## config.mk

```make
export PLATFORM = sky130hd
export DESIGN_NAME = rail_sequencer_wake_events
export DESIGN_NICKNAME = d
export VERILOG_FILES = /design/src/logic/rail_seq_pkg.sv /design/src/logic/pulse_timer.sv /design/src/logic/rail_sequencer_wake_events.sv
export SDC_FILE = /design/constraint.sdc
export NUM_CORES = 1
export LEC_CHECK = 0
export BUFFER_PORTS_ARGS = -buffer_cell sky130_fd_sc_hd__buf_2
export CORE_MARGIN = 1
export CORE_UTILIZATION = 25
export CTS_CLUSTER_DIAMETER = 40
export DETAILED_ROUTE_END_ITERATION = 16
export HOLD_SLACK_MARGIN = 0.02
export PLACE_DENSITY_LB_ADDON = 0.12
export SYNTH_ARGS = -nofsm -noshare
export SYNTH_HDL_FRONTEND = slang
export SYNTH_SLANG_ARGS = --single-unit
export TNS_END_PERCENT = 10
```

## constraint.sdc

```tcl
create_clock -name clock_i -period 7 [get_ports clock_i]
set_clock_uncertainty 0.05 [all_clocks]
set_input_delay 0.7 -clock clock_i [delete_from_list [all_inputs] [get_ports clock_i]]
set_output_delay 0.7 -clock clock_i [all_outputs]
set_load 0.01 [all_outputs]
```

## src/logic/rail_seq_pkg.sv

```systemverilog
/*
  Constants for the rail sequencer and wake event logic.
  Assumes a 40 MHz system clock; every time is converted to cycles here.
*/
`default_nettype none
package rail_seq_pkg;

  // ----------------------------------------------------------------------
  // Clock and timing
  // ----------------------------------------------------------------------
  localparam int CLK_HZ = 40000000;
  localparam int WAKE_PULSE_MS = 90;
  localparam int WAKE_PULSE_CYC = (CLK_HZ / 1000) * WAKE_PULSE_MS;
  localparam int RAIL_STEP_US = 1000;
  localparam int RAIL_STEP_CYC = (CLK_HZ / 1000000) * RAIL_STEP_US;

  // ----------------------------------------------------------------------
  // Rails and sequences
  // ----------------------------------------------------------------------
  localparam int NUM_RAILS = 4;
  localparam logic [1:0] BOOST_RAIL = 2'h0;
  localparam logic [1:0] BUCK_BOOST_RAIL = 2'h1;
  localparam logic [1:0] CORE_BUCK_RAIL = 2'h2;
  localparam logic [1:0] MEMORY_BUCK_RAIL = 2'h3;
  localparam int NUM_SEQUENCES = 6;
  localparam int NUM_EVENTS = 8;

endpackage
`default_nettype wire

```

## src/logic/pulse_timer.sv

```systemverilog
/*
  Non-retriggerable one-shot: a start pulse opens a window of a fixed number
  of cycles; starts during the window are ignored.
  Assumes start_i comes from logic on the same clock.
*/
`timescale 1ns/10ps
`default_nettype none
module pulse_timer #(
  parameter int LENGTH = rail_seq_pkg::WAKE_PULSE_CYC
) (
  input wire logic clock_i,
  input wire logic sys_rst_i,
  input wire logic start_i,
  output logic active_o
);

  // ----------------------------------------------------------------------
  // Counter
  // ----------------------------------------------------------------------
  localparam int W = $clog2(LENGTH + 1);
  logic [W-1:0] count_q;
  logic [W-1:0] count_d;

  // Elaboration stops here, since a zero length would never open a window.
  if (LENGTH < 1)
  begin
    $error("pulse_timer LENGTH must be at least one");
  end

  // A start only loads an idle counter, so the pulse is never stretched.
  always_comb
  begin
    count_d = count_q;
    if (count_q != '0)
    begin
      count_d = count_q - W'(1);
    end
    else if (start_i)
    begin
      count_d = W'(LENGTH);
    end
  end

  always_ff @(posedge clock_i)
  begin
    if (sys_rst_i)
    begin
      count_q <= '0;
    end
    else
    begin
      count_q <= count_d;
    end
  end

  assign active_o = (count_q != '0);

endmodule
`default_nettype wire

```

## src/logic/rail_sequencer_wake_events.sv

```systemverilog
/*
  Rail sequencer, wake pulse generator and event interrupt of a power unit.
  Assumes the strap, enable, plug and event inputs are asynchronous pins,
  and that the interrupt clear comes from the control-bus logic on clock_i.
*/
`timescale 1ns/10ps
`default_nettype none
// Function
// - The level on the sequence strap picks one of six rail orders for power-on and power-off.
// - Sequence 0 brings up buck-boost, then core buck, then memory buck, and never the boost rail.
// - Sequence 1 brings up boost, core buck, buck-boost, then memory buck.
// - Sequence 3 brings up boost, buck-boost, memory buck, then core buck.
// - Sequence 4 brings up boost, memory buck, core buck, then buck-boost.
// - Sequence 5 brings up boost, memory buck, buck-boost, then core buck.
// - A fresh supply or battery plug-in drives the wake output high for one 90 ms pulse.
// - Every rail that is off has its discharge path switched on.
// - While the converter is enabled, the eight charger and supply events raise the interrupt.
// - An event pulls the open-drain interrupt low and sets the flag, which a host zero-write clears.
// - The strap order governs only the four sequenced rails.
module rail_sequencer_wake_events #(
  parameter int WAKE_CYCLES = rail_seq_pkg::WAKE_PULSE_CYC,
  parameter int STEP_CYCLES = rail_seq_pkg::RAIL_STEP_CYC
) (
  input wire logic clock_i,
  input wire logic sys_rst_i,
  input wire logic [2:0] sequence_select_strap_i,
  input wire logic converter_enable_i,
  input wire logic supply_input_present_i,
  input wire logic battery_input_present_i,
  input wire logic [7:0] event_i,
  input wire logic irq_clear_i,
  output logic [3:0] rail_enable_o,
  output logic [3:0] rail_discharge_o,
  output logic wake_o,
  output logic irq_flag_o,
  output logic irq_n_o,
  output logic irq_oe_n_o
);

  // ----------------------------------------------------------------------
  // Checks and synchronisers
  // ----------------------------------------------------------------------
  // Elaboration stops here if a count cannot be served by the counters.
  if (WAKE_CYCLES < 1 || STEP_CYCLES < 1)
  begin
    $error("cycle counts must be at least one");
  end

  localparam int SW = 14;
  logic [SW-1:0] sync1_q;
  logic [SW-1:0] sync2_q;

  // Two flops on every pin input; only sync2_q is read by logic.
  always_ff @(posedge clock_i)
  begin
    if (sys_rst_i)
    begin
      sync1_q <= '0;
      sync2_q <= '0;
    end
    else
    begin
      sync1_q <= {event_i, battery_input_present_i, supply_input_present_i,
                  converter_enable_i, sequence_select_strap_i};
      sync2_q <= sync1_q;
    end
  end

  logic [2:0] strap_s;
  logic enable_s;
  logic supply_s;
  logic battery_s;
  logic [7:0] event_s;
  assign strap_s = sync2_q[2:0];
  assign enable_s = sync2_q[3];
  assign supply_s = sync2_q[4];
  assign battery_s = sync2_q[5];
  assign event_s = sync2_q[13:6];

  // ----------------------------------------------------------------------
  // Sequence table
  // ----------------------------------------------------------------------
  // Returns the rail at a given step of a sequence; valid is low past the end.
  function automatic logic [2:0] seq_step(input logic [2:0] sel, input logic [1:0] step);
    logic [7:0] order;
    logic [2:0] len;
    order = 8'h00;
    len = 3'h4;
    case (sel)
      3'h0:
      begin
        order = {2'h0, rail_seq_pkg::MEMORY_BUCK_RAIL, rail_seq_pkg::CORE_BUCK_RAIL,
                 rail_seq_pkg::BUCK_BOOST_RAIL};
        len = 3'h3;
      end
      3'h1: order = {rail_seq_pkg::MEMORY_BUCK_RAIL, rail_seq_pkg::BUCK_BOOST_RAIL,
                     rail_seq_pkg::CORE_BUCK_RAIL, rail_seq_pkg::BOOST_RAIL};
      3'h2: order = {rail_seq_pkg::BUCK_BOOST_RAIL, rail_seq_pkg::MEMORY_BUCK_RAIL,
                     rail_seq_pkg::CORE_BUCK_RAIL, rail_seq_pkg::BOOST_RAIL};
      3'h3: order = {rail_seq_pkg::CORE_BUCK_RAIL, rail_seq_pkg::MEMORY_BUCK_RAIL,
                     rail_seq_pkg::BUCK_BOOST_RAIL, rail_seq_pkg::BOOST_RAIL};
      3'h4: order = {rail_seq_pkg::BUCK_BOOST_RAIL, rail_seq_pkg::CORE_BUCK_RAIL,
                     rail_seq_pkg::MEMORY_BUCK_RAIL, rail_seq_pkg::BOOST_RAIL};
      default: order = {rail_seq_pkg::CORE_BUCK_RAIL, rail_seq_pkg::BUCK_BOOST_RAIL,
                        rail_seq_pkg::MEMORY_BUCK_RAIL, rail_seq_pkg::BOOST_RAIL};
    endcase
    seq_step = {({1'b0, step} < len), order[2*step +: 2]};
  endfunction

  // ----------------------------------------------------------------------
  // Sequencer state machine
  // ----------------------------------------------------------------------
  typedef enum logic [1:0] {OFF_ST, UP_ST, ON_ST, DOWN_ST} seq_state_type;
  localparam int TW = $clog2(STEP_CYCLES + 1);
  seq_state_type state_q;
  seq_state_type state_d;
  logic [2:0] sel_q;
  logic [2:0] sel_d;
  logic [1:0] step_q;
  logic [1:0] step_d;
  logic [TW-1:0] timer_q;
  logic [TW-1:0] timer_d;
  logic [3:0] rails_q;
  logic [3:0] rails_d;
  logic [2:0] cur;
  logic [1:0] last_step;

  assign cur = seq_step(sel_q, step_q);
  assign last_step = (sel_q == 3'h0) ? 2'h2 : 2'h3;

  // The strap is latched only when leaving OFF so the off order matches the on order.
  always_comb
  begin
    state_d = state_q;
    sel_d = sel_q;
    step_d = step_q;
    rails_d = rails_q;
    timer_d = (timer_q != '0) ? timer_q - TW'(1) : timer_q;
    case (state_q)
      OFF_ST:
      begin
        if (enable_s)
        begin
          sel_d = (strap_s < 3'(rail_seq_pkg::NUM_SEQUENCES)) ? strap_s : 3'h5;
          step_d = 2'h0;
          timer_d = '0;
          state_d = UP_ST;
        end
      end
      UP_ST:
      begin
        if (!enable_s)
        begin
          state_d = DOWN_ST;
          step_d = (step_q == 2'h0) ? 2'h0 : step_q - 2'h1;
          timer_d = TW'(STEP_CYCLES);
        end
        else if (timer_q == '0 && cur[2])
        begin
          rails_d[cur[1:0]] = 1'b1;
          timer_d = TW'(STEP_CYCLES);
          if (step_q == last_step)
          begin
            state_d = ON_ST;
          end
          else
          begin
            step_d = step_q + 2'h1;
          end
        end
      end
      ON_ST:
      begin
        if (!enable_s)
        begin
          // The step timer keeps running, so the first turn-off waits out
          // the gap after the last turn-on instead of following it at once.
          state_d = DOWN_ST;
        end
      end
      DOWN_ST:
      begin
        if (timer_q == '0)
        begin
          if (rails_q[cur[1:0]])
          begin
            rails_d[cur[1:0]] = 1'b0;
            timer_d = TW'(STEP_CYCLES);
          end
          else if (step_q == 2'h0)
          begin
            state_d = OFF_ST;
          end
          else
          begin
            step_d = step_q - 2'h1;
          end
        end
      end
      default: state_d = OFF_ST;
    endcase
  end

  always_ff @(posedge clock_i)
  begin
    if (sys_rst_i)
    begin
      state_q <= OFF_ST;
      sel_q <= 3'h0;
      step_q <= 2'h0;
      timer_q <= '0;
      rails_q <= 4'h0;
    end
    else
    begin
      state_q <= state_d;
      sel_q <= sel_d;
      step_q <= step_d;
      timer_q <= timer_d;
      rails_q <= rails_d;
    end
  end

  // ----------------------------------------------------------------------
  // Wake pulse
  // ----------------------------------------------------------------------
  logic supply_prev_q;
  logic battery_prev_q;
  logic plug_event;
  logic wake_active;
  assign plug_event = (supply_s & ~supply_prev_q) | (battery_s & ~battery_prev_q);

  pulse_timer #(
    .LENGTH(WAKE_CYCLES)
  ) u_wake_timer (
    .clock_i(clock_i),
    .sys_rst_i(sys_rst_i),
    .start_i(plug_event),
    .active_o(wake_active)
  );

  // ----------------------------------------------------------------------
  // Interrupt flag and registered outputs
  // ----------------------------------------------------------------------
  logic irq_flag_d;
  logic event_hit;
  assign event_hit = enable_s & (|event_s);
  // Set wins over a clear arriving in the same cycle.
  assign irq_flag_d = event_hit | (irq_flag_o & ~irq_clear_i);

  always_ff @(posedge clock_i)
  begin
    if (sys_rst_i)
    begin
      supply_prev_q <= 1'b0;
      battery_prev_q <= 1'b0;
      irq_flag_o <= 1'b0;
      irq_oe_n_o <= 1'b1;
      wake_o <= 1'b0;
      rail_enable_o <= 4'h0;
      rail_discharge_o <= 4'hf;
    end
    else
    begin
      supply_prev_q <= supply_s;
      battery_prev_q <= battery_s;
      irq_flag_o <= irq_flag_d;
      irq_oe_n_o <= ~irq_flag_d;
      wake_o <= wake_active;
      rail_enable_o <= rails_d;
      rail_discharge_o <= ~rails_d;
    end
  end

  // Open-drain pin only ever drives low.
  assign irq_n_o = 1'b0;

endmodule
`default_nettype wire

```

Word-level counts from Yosys, hierarchy flattened
Cells that the tools add are included.
{"block": "totals", "regBits": 86, "output_inout_bits": 12, "wordCells": 108}
{"block": "classes", "n_addsub": 4, "n_lt_le_gt_ge": 4, "n_eq_ne": 17, "shift": 1, "n_mux": 40, "bitwise": 14, "reduce_logical": 14}
{"operator": "2-to-1 mux 16 bit", "n": 6}
{"operator": "one-hot mux 16 bit (3 select lines)", "n": 1}
{"operator": "2-to-1 mux 22 bit", "n": 2}
{"operator": "one-hot mux 8 bit (5 select lines)", "n": 1}
{"operator": "2-to-1 mux 2 bit", "n": 16}
{"operator": "nonzero test 22 bit", "n": 1}
{"operator": "subtractor 22 x 1 -> 22 bit, second input constant", "n": 1}
{"operator": "logical NOT 16 bit", "n": 1}
{"operator": "2-to-1 mux 4 bit", "n": 4}
{"operator": "nonzero test 16 bit", "n": 1}
{"operator": "subtractor 16 x 1 -> 16 bit, second input constant", "n": 1}
{"operator": "AND reduction 7 bit", "n": 2}
{"operator": "!= test 2 bit, second input constant", "n": 6}
{"operator": "!= test 3 bit, second input constant", "n": 3}
{"operator": "NOT 4 bit", "n": 2}
{"operator": "one-hot mux 2 bit (4 select lines)", "n": 1}
{"operator": "one-hot mux 4 bit (2 select lines)", "n": 1}
{"operator": "OR reduction 8 bit", "n": 1}
{"operator": "indexed part select 8 x 4 -> 2 bit", "n": 1}
{"operator": "equality test 3 x 2 -> 1 bit, second input constant", "n": 2}
{"operator": "2-to-1 mux 3 bit", "n": 2}
{"operator": "one-hot mux 2 bit (3 select lines)", "n": 1}
{"operator": "bitwise AND 1 bit", "n": 4}
{"operator": "bitwise AND 4 bit", "n": 1}
{"operator": "other kinds (23)", "n": 32}

Logic depth before layout (Yosys ltp)
Gate-level depths: netlist (run 1).
{"block": "depth", "depth_word": 13, "depth_mapped": 10}

Hierarchy
A second synthesis (run 1) with hierarchy kept.
{"block": "hier_totals", "cells_unflattened": 448, "hier_area_um2": 4036.4}
{"mod": "rail_sequencer_wake_events", "instances": 1, "cells_per_inst": 316, "area_each_um2": 2885.3, "seq_area_each_um2": 1281.2}
{"mod": "pulse_timer", "instances": 1, "cells_per_inst": 132, "area_each_um2": 1151.1, "seq_area_each_um2": 440.4}

Worst setup path before layout (run 1)
OpenSTA, ideal clock, no wires.
{"block": "synth_timing", "kind": "register to register", "start": "reg timer_q[4]", "end": "reg step_q[1]", "setup_ps": 127, "t_arrival_ps": 2457, "t_required_ps": 6823, "path_slack_ps": 4365, "path_stages_with_launch": 7, "n_path_buf": 0, "cell_sequence": "dfxtp_1 -> or4_4 -> or4_4 -> or4_4 -> nor3_4 -> nor4_1 -> or3b_1"}
{"block": "synth_between", "elab_chain_cells": 4, "word_cells_on_any_way": 5}
{"element": "start: declaration", "line": "rail_sequencer_wake_events.sv:121", "text": "logic [TW-1:0] timer_q;"}
{"element": "start signal: assignment", "line": "rail_sequencer_wake_events.sv:219", "text": "timer_q <= timer_d;"}
{"element": "logical NOT 16 bit (*)", "line": "rail_sequencer_wake_events.sv:158, rail_sequencer_wake_events.sv:183"}
{"element": "logical AND 1 bit", "line": "rail_sequencer_wake_events.sv:158", "text": "else if (timer_q == '0 && cur[2])"}
{"element": "!= test 3 bit (no line)"}
{"element": "AND reduction 7 bit (no line) (*)"}
{"element": "end signal: assignment", "line": "rail_sequencer_wake_events.sv:218", "text": "step_q <= step_d;"}
{"element": "end: declaration", "line": "rail_sequencer_wake_events.sv:119", "text": "logic [1:0] step_q;"}
Mark *: on every way between the ends. The rest lies on a longest branch, timed or not.
A chain may end at the register's enable or synchronous reset.

Worst setup path in the final report (run 1)
{"block": "layout_timing", "start": "reg step_q[0]", "end": "reg step_q[1]"}
{"block": "layout_between", "elab_chain_cells": 5, "word_cells_on_any_way": 22}
{"element": "indexed part select 8 x 4 -> 2 bit, or another cell as far along", "line": "rail_sequencer_wake_events.sv:107", "text": "seq_step = {({1'b0, step} < len), order[2*step +: 2]};"}
{"element": "binary-select mux 1 bit (select 2 bit), or another cell as far along", "line": "rail_sequencer_wake_events.sv:185", "text": "if (rails_q[cur[1:0]])"}
{"element": "2-to-1 mux 1 bit (not written as such), or another cell as far along", "line": "rail_sequencer_wake_events.sv:185"}
{"element": "!= test 2 bit (no line), or another cell as far along"}
{"element": "AND reduction 7 bit (no line) / one-hot mux 2 bit (3 select lines) (equally long branches)"}
Parallel ways exist; a longest one is shown, timed or not. The select of a mux whose other input is x is not followed.

==> flow_summary.ini, run 1 <==
[outcome]
status = completed

[clocking]
htree_levels = 3
cts.reportedPaths.clkPinSlew_ns = 0.07
tritoncts = built
cts-root-buf = clkbuf_16
cts_sinks = 86
cts_resized = 0
cts_hold_buf = 0
clock_latency_ns = 0.34
postCtsSetupRepairBufs = 0
cts_buffers = 9
cts_buffer_depth = 2

[critical_path]
critical_path_class = register to register
critical_path.endpoint_type = register
r2r_end = step_q[1]
r2r_cells = 7
r2r_slack_ns = 4.00
startpoint = step_q[0]
start_kind = register
required_ns = 7.18
critical_path.endpoint = step_q[1]
r2r-start = step_q[0]
crit_fanout = 15
crit_arrival_ns = 3.17

[finish]
area_delta_synth_final_pct = 15.91
fin_nets = 523
nFillCells = 1761
final_area_sq_mm = 0.004795
layout.area.seq_sq_mm = 0.001722
diodes = 0
drive_above_1_share_pct = 11.80
multiInputGateArea_sq_mm = 0.002253

[sta]
setup-violations-final = 0
finalHoldViolations = 0
hold_ws_ns = 0.3876
slew_headroom_pct = 38.99
tns_ns = 0
max_freq_mhz = 333.7
tightest_slew_ns = 0.9068
slew_violations = 0
period_needed_ns = 2.996
post-route-period-util_pct = 42.81
grt_setup_unrepaired = false

[logic_synthesis]
ys_seq_elements = 86
syn_nets = 505
synth.area.top_cells = dfxtp_1 42%, nor2_1 4.5%, nor2b_1 4.4%
avgSynthCellArea_sq_um = 8.672
synth_flop_cell = dfxtp_1
async_flop_share_pct = 0
yosysTopAreaCell = dfxtp_1
syn_inst = 477
synth_top_area_share_pct = 41.62
synthDistinctLibCells = 62
post-synth-top-count-cell = dfxtp_1
yosysWarnings = 0
synth_area_sq_mm = 0.004136
synth_common_cells = 86 x dfxtp_1, 50 x nor2_1, 29 x nand2_1, 29 x nor2b_1, 28 x a21oi_1
synth_edf_count = 0
synth_seq_area_share_pct = 41.62

[grt]
grt-ovfl-total = 0
grt_pass1_vias = 3311
grt_usage_pct = 12.45
antenna_found_initial = 0
grt_max_degree = 76
grt_pass1_wl_um = 16530

[place]
postPlaceCellArea_sq_mm = 0.004467
io_buffers = 27
place_hpwl_um = 6759
place.gp.congestion = 0.7438

[floorplan]
die_area_sq_mm = 0.01706
io_pins = 29
rows = 46
dieHeight_um = 130.6
die_w_um = 130.6
start_util_pct = 25.85
coreArea_sq_mm = 0.01600

[power]
seqPwrFrac_pct = 34.2
power_leakage_nw = 1.795
switchingPower_uw = 800.1
internal_power_mw = 1.250
powerDensity_mw_per_mm2 = 427.6
power.share.clock_pct = 25.8
ir_drop_mv = 0.1588
swShare_pct = 39.02
pwr-share-comb_pct = 40.0

[drt]
ant_nets = 0
wl_um = 9629
wire_per_inst_um = 13.45
drcViolationCount = 0
via_count = 3346
drt_first_pass_iters = 4
drtIter0Drc = 102
routed_via_density = 4.673

[job]
drv_cap = 0

[hold_path]
hp-class = register to register
## flip-flops by register name, summed over array words and instances (netlist names), named ones only
register	cells
sync1_q	14
timer_q	16
step_q	2
rail_discharge_o	4
battery_prev_q	1
sync2_q	14
u_wake_timer.count_q	22
irq_oe_n_o	1
wake_o	1
supply_prev_q	1
irq_flag_o	1
sel_q	3
state_q	2
## critical path, cell delays in order, from the launching register on
cell and delay (ns):
dfxtp_1 0.63, inv_1 0.28, ha_1 0.28, or3_1 0.40
a41oi_1 0.33, or2_2 0.20, mux2_2 0.33, or3b_1 0.38
## through the flow
stage          power (mW)  util [%]  setup WS, ns  instances
2_1_floorplan       1.347         -         4.365        477
3_3_place_gp        1.538     27.92         4.088        700
3_5_place_dp        1.532     27.92         4.030        700
4_1_cts             2.080     29.97         4.014        716
5_1_grt             2.230     29.97         3.812        716
6_report            2.050     29.97         4.004        716
## cell usage in the layout, fill, tap and decap left out, types with 6 or more instances in the layout
cell       synthesis  final
clkbuf_16          0      9
or4_1              7      7
nor4_1            10     10
o22ai_1            6      6
nand2_1           29     29
a21o_1             6      6
xor2_1            11     11
nor2b_1           29     29
mux2i_1            6      6
or3_1              8      8
o31ai_1            8      8
nor2_1            50     50
nand3_1            9      9
o21ai_0           14     14
a21oi_1           28     28
nand2b_1          11     11
a211oi_1          13     13
nor3_1            21     21
xnor2_1            6      6
dfxtp_1           86     86
inv_1             21     21
ha_1              11     11
buf_2              0     27
## worst min path at each step
| stage | from | end | slack (ns) | depth (start not counted) |
|---|---|---|---|---|
| 3_5_place_dp | sync1_q[12] | sync2_q[12] | 0.38 | 1 |
| 4_1_cts | sync1_q[12] | sync2_q[12] | 0.39 | 1 |
| 5_1_grt | sync1_q[7] | sync2_q[7] | 0.41 | 1 |
| 6_report | sync1_q[2] | sync2_q[2] | 0.39 | 1 |
| 3_3_place_gp | sync1_q[5] | sync2_q[5] | 0.37 | 1 |
| 2_1_floorplan | sync1_q[0] | sync2_q[0] | 0.36 | 1 |
## final cells by class
class / count / area share, %
multi-input cells: 349 / 47.00
well taps: 216 / 5.637
clock buffers: 9 / 4.697
flip-flops and latches: 86 / 35.91
inverters: 21 / 1.644
repair buffers: 28 / 2.975
clock inverters: 7 / 2.140
## power groups by stage
stage                     Sequential [mW]  Combinational, mW  Clock (mW)
after global routing                0.721              0.942       0.567
after global placement              0.711              0.827           0
after floorplan                     0.685              0.661           0
final                               0.701              0.819       0.530
after CTS                           0.701              0.827       0.552
after detailed placement            0.711              0.820           0
## per-layer routing
metal / wire length (um) / global-route usage (%)
met1: 5049 / 16.57
met2: 4116 / 19.33
met3: 280 / 3.217
met4: 182 / 4.598
met5: 0 / 0
## cells by family (layout without fill, tap and decap cells)
| family | Yosys count | count (layout) | synth area share [%] |
|---|---|---|---|
| and+or+nand+nor | 204 | 204 | 27.53 |
| other | 1 | 1 | 0.09066 |
| muxes | 11 | 11 | 3.085 |
| adders and majority gates | 11 | 11 | 3.327 |
| AOI/OAI and AO/OA | 105 | 105 | 16.85 |
| DFF | 86 | 86 | 41.62 |
| buffers and inverters | 42 | 65 | 3.902 |
| xor gates and xnor gates | 17 | 17 | 3.599 |
No activity file was read; power rests on OpenSTA's default activity.
==> inputs of run 2 (changes only) <==
==> constraint.sdc (replaced) <==
create_clock -name clock_i -period 2.47 [get_ports clock_i]
set_clock_uncertainty 0.05 [all_clocks]
set_input_delay 0.247 -clock clock_i [delete_from_list [all_inputs] [get_ports clock_i]]
set_output_delay 0.247 -clock clock_i [all_outputs]
set_load 0.01 [all_outputs]
==> flow_summary.ini, run 2 (same netlist as run 1, synthesis figures left out) <==
[clocking]
cts_buffer_depth = 2
cts-root-buf = clkbuf_16
cts.reportedPaths.clkPinSlew_ns = 0.07
cts_buffers = 9
tritoncts = built
clock_latency_ns = 0.35
htree_levels = 3
cts_hold_buf = 0
cts_sinks = 86
postCtsSetupRepairBufs = 0

[finish]
max_flop_register = u_wake_timer.count_q
diodes = 0
nFillCells = 1742
top_regs = u_wake_timer.count_q x22, timer_q x16
final_common_cell = dfxtp_1
most-common-layout-cells = 85 x dfxtp_1, 51 x buf_4, 50 x nor2_1
layout.area.seq_sq_mm = 0.001723
multiInputGateArea_sq_mm = 0.002295
area_delta_synth_final_pct = 25.35
fin_nets = 574
largest_reg_flops = 22
drive_above_1_share_pct = 21.60
final_area_sq_mm = 0.005185

[hold_path]
hp-class = input port to register
hold_end = sync1_q[13]
min_path_cells = 2
min_from = event_i[7]

[place]
place_hpwl_um = 7295
postPlaceCellArea_sq_mm = 0.004862
io_buffers = 27
place.gp.congestion = 0.7666

[outcome]
status = finished with violations
failed_checks = setup timing

[power]
power.share.clock_pct = 21.1
swShare_pct = 38.75
powerDensity_mw_per_mm2 = 1189
seqPwrFrac_pct = 31.9
ir_drop_mv = 0.4505
power_leakage_nw = 2.033
switchingPower_mw = 2.390
internal_power_mw = 3.776
pwr-share-comb_pct = 47.1
power_mw = 6.166

[critical_path]
r2r_slack_ns = -0.07
start_kind = register
critical_path.endpoint_type = register
r2r-start = timer_q[7]
path_cells = or4_4 > or4_4 > or4_4 > nor4b_4 > or4_1 > o2111ai_1
r2r_end = state_q[1]
r2r_cells = 6
cp_num_buf_inv = 0
cp_slowest_cell = or4_4
crit_path_frequent_cell = or4_4
required_ns = 2.64
path_delay_family = simple AND/OR/NAND/NOR gates
crit_path_max_incr_delay_ns = 0.53
critical_path_class = register to register
crit_fanout = 4
crit_arrival_ns = 2.71

[drt]
drtIter0Drc = 199
drcViolationCount = 0
drt_first_pass_iters = 4
via_count = 3554
routed_via_density = 4.634
ant_nets = 0
wire_per_inst_um = 13.05
wl_um = 10010

[floorplan]
rows = 46
coreArea_sq_mm = 0.01600
dieHeight_um = 130.6
die_area_sq_mm = 0.01706
start_util_pct = 25.85
die_w_um = 130.6
io_pins = 29

[grt]
grt_usage_pct = 12.78
grt-ovfl-total = 0
grt_pass1_vias = 3407
grt_max_degree = 43
grt_pass1_wl_um = 16730
antenna_found_initial = 0

[sta]
tightest_slew_ns = 0.6345
setup-violations-final = 3
post-route-period-util_pct = 102.8
tns_ns = -0.1222
grt_setup_unrepaired = true
fin_ws_ns = -0.06959
finalHoldViolations = 0
max_freq_mhz = 393.8
slew_headroom_pct = 57.16
period_needed_ns = 2.540
slew_violations = 0
hold_ws_ns = 0.05282

[job]
drv_cap = 0
run 2: cell types whose count changed in the layout (fill, tap and decap cells not counted), sizes merged:
cell / change
buf: +51
clkinv: +1
clkinvlp: +1
bufinv: -2
run 2: layout make-up:
cell class / count / share of cell area [%]
Clock buffer: 9 / 4.344
Clock inverter: 7 / 1.062
Inverter: 21 / 1.520
Multi-Input combinational cell: 349 / 44.26
Sequential cell: 86 / 33.23
Tap cell: 216 / 5.212
Timing Repair Buffer: 79 / 10.38
run 2: worst max-delay path by stage:
stage,startpoint,to,slack (ns),depth (start not counted)
global placement,timer_q[7],step_q[1],-0.09,6
global route,timer_q[7],state_q[1],-0.12,6
floorplan,timer_q[7],step_q[1],-0.09,6
detailed placement,timer_q[7],state_q[1],-0.12,6
finish,timer_q[7],state_q[1],-0.07,6
CTS,timer_q[7],state_q[1],-0.14,6
run 2: stage by stage:
stage / setup WS (ns) / utilization (%) / std cells
6_report: -0.06959 / 32.41 / 767
5_1_grt: -0.1207 / 32.41 / 767
4_1_cts: -0.1370 / 32.15 / 767
3_5_place_dp: -0.1176 / 30.39 / 751
3_3_place_gp: -0.09431 / 30.39 / 751
2_1_floorplan: -0.08629 / - / 477
run 2: layer usage:
metal / track usage, % / part of all wire (%) / wire, um
met5: 0 / 0 / 0
met4: 4.868 / 1.6 / 157
met3: 3.257 / 3.7 / 367
met2: 19.86 / 43 / 4281
met1: 16.96 / 52 / 5201
run 2: what timing repair did:
item / 4_1_cts / 5_1_grt
endpoints found under the setup margin: 4 / 29
gates resized for setup: 1 / 10
pin swaps: 3 / 1
gates cloned: 0 / 0
run 2: worst reg2reg max path, delay by kind of cell, from the launching register on:
kind | cells | cell delay [ns]
flip-flops | 1 | 0.32
AO/OA/AOI/OAI | 1 | 0.10
AND/OR/NAND/NOR | 5 | 1.95
run 2: power by group through the flow:
stage	Clock [mW]	Combinational [mW]	Sequential, mW
after global routing	1.41	3.27	2.02
after global placement	0	2.83	1.98
after floorplan	0	1.87	1.94
after detailed placement	0	2.83	1.99
after CTS	1.35	2.86	1.96
final	1.30	2.90	1.97
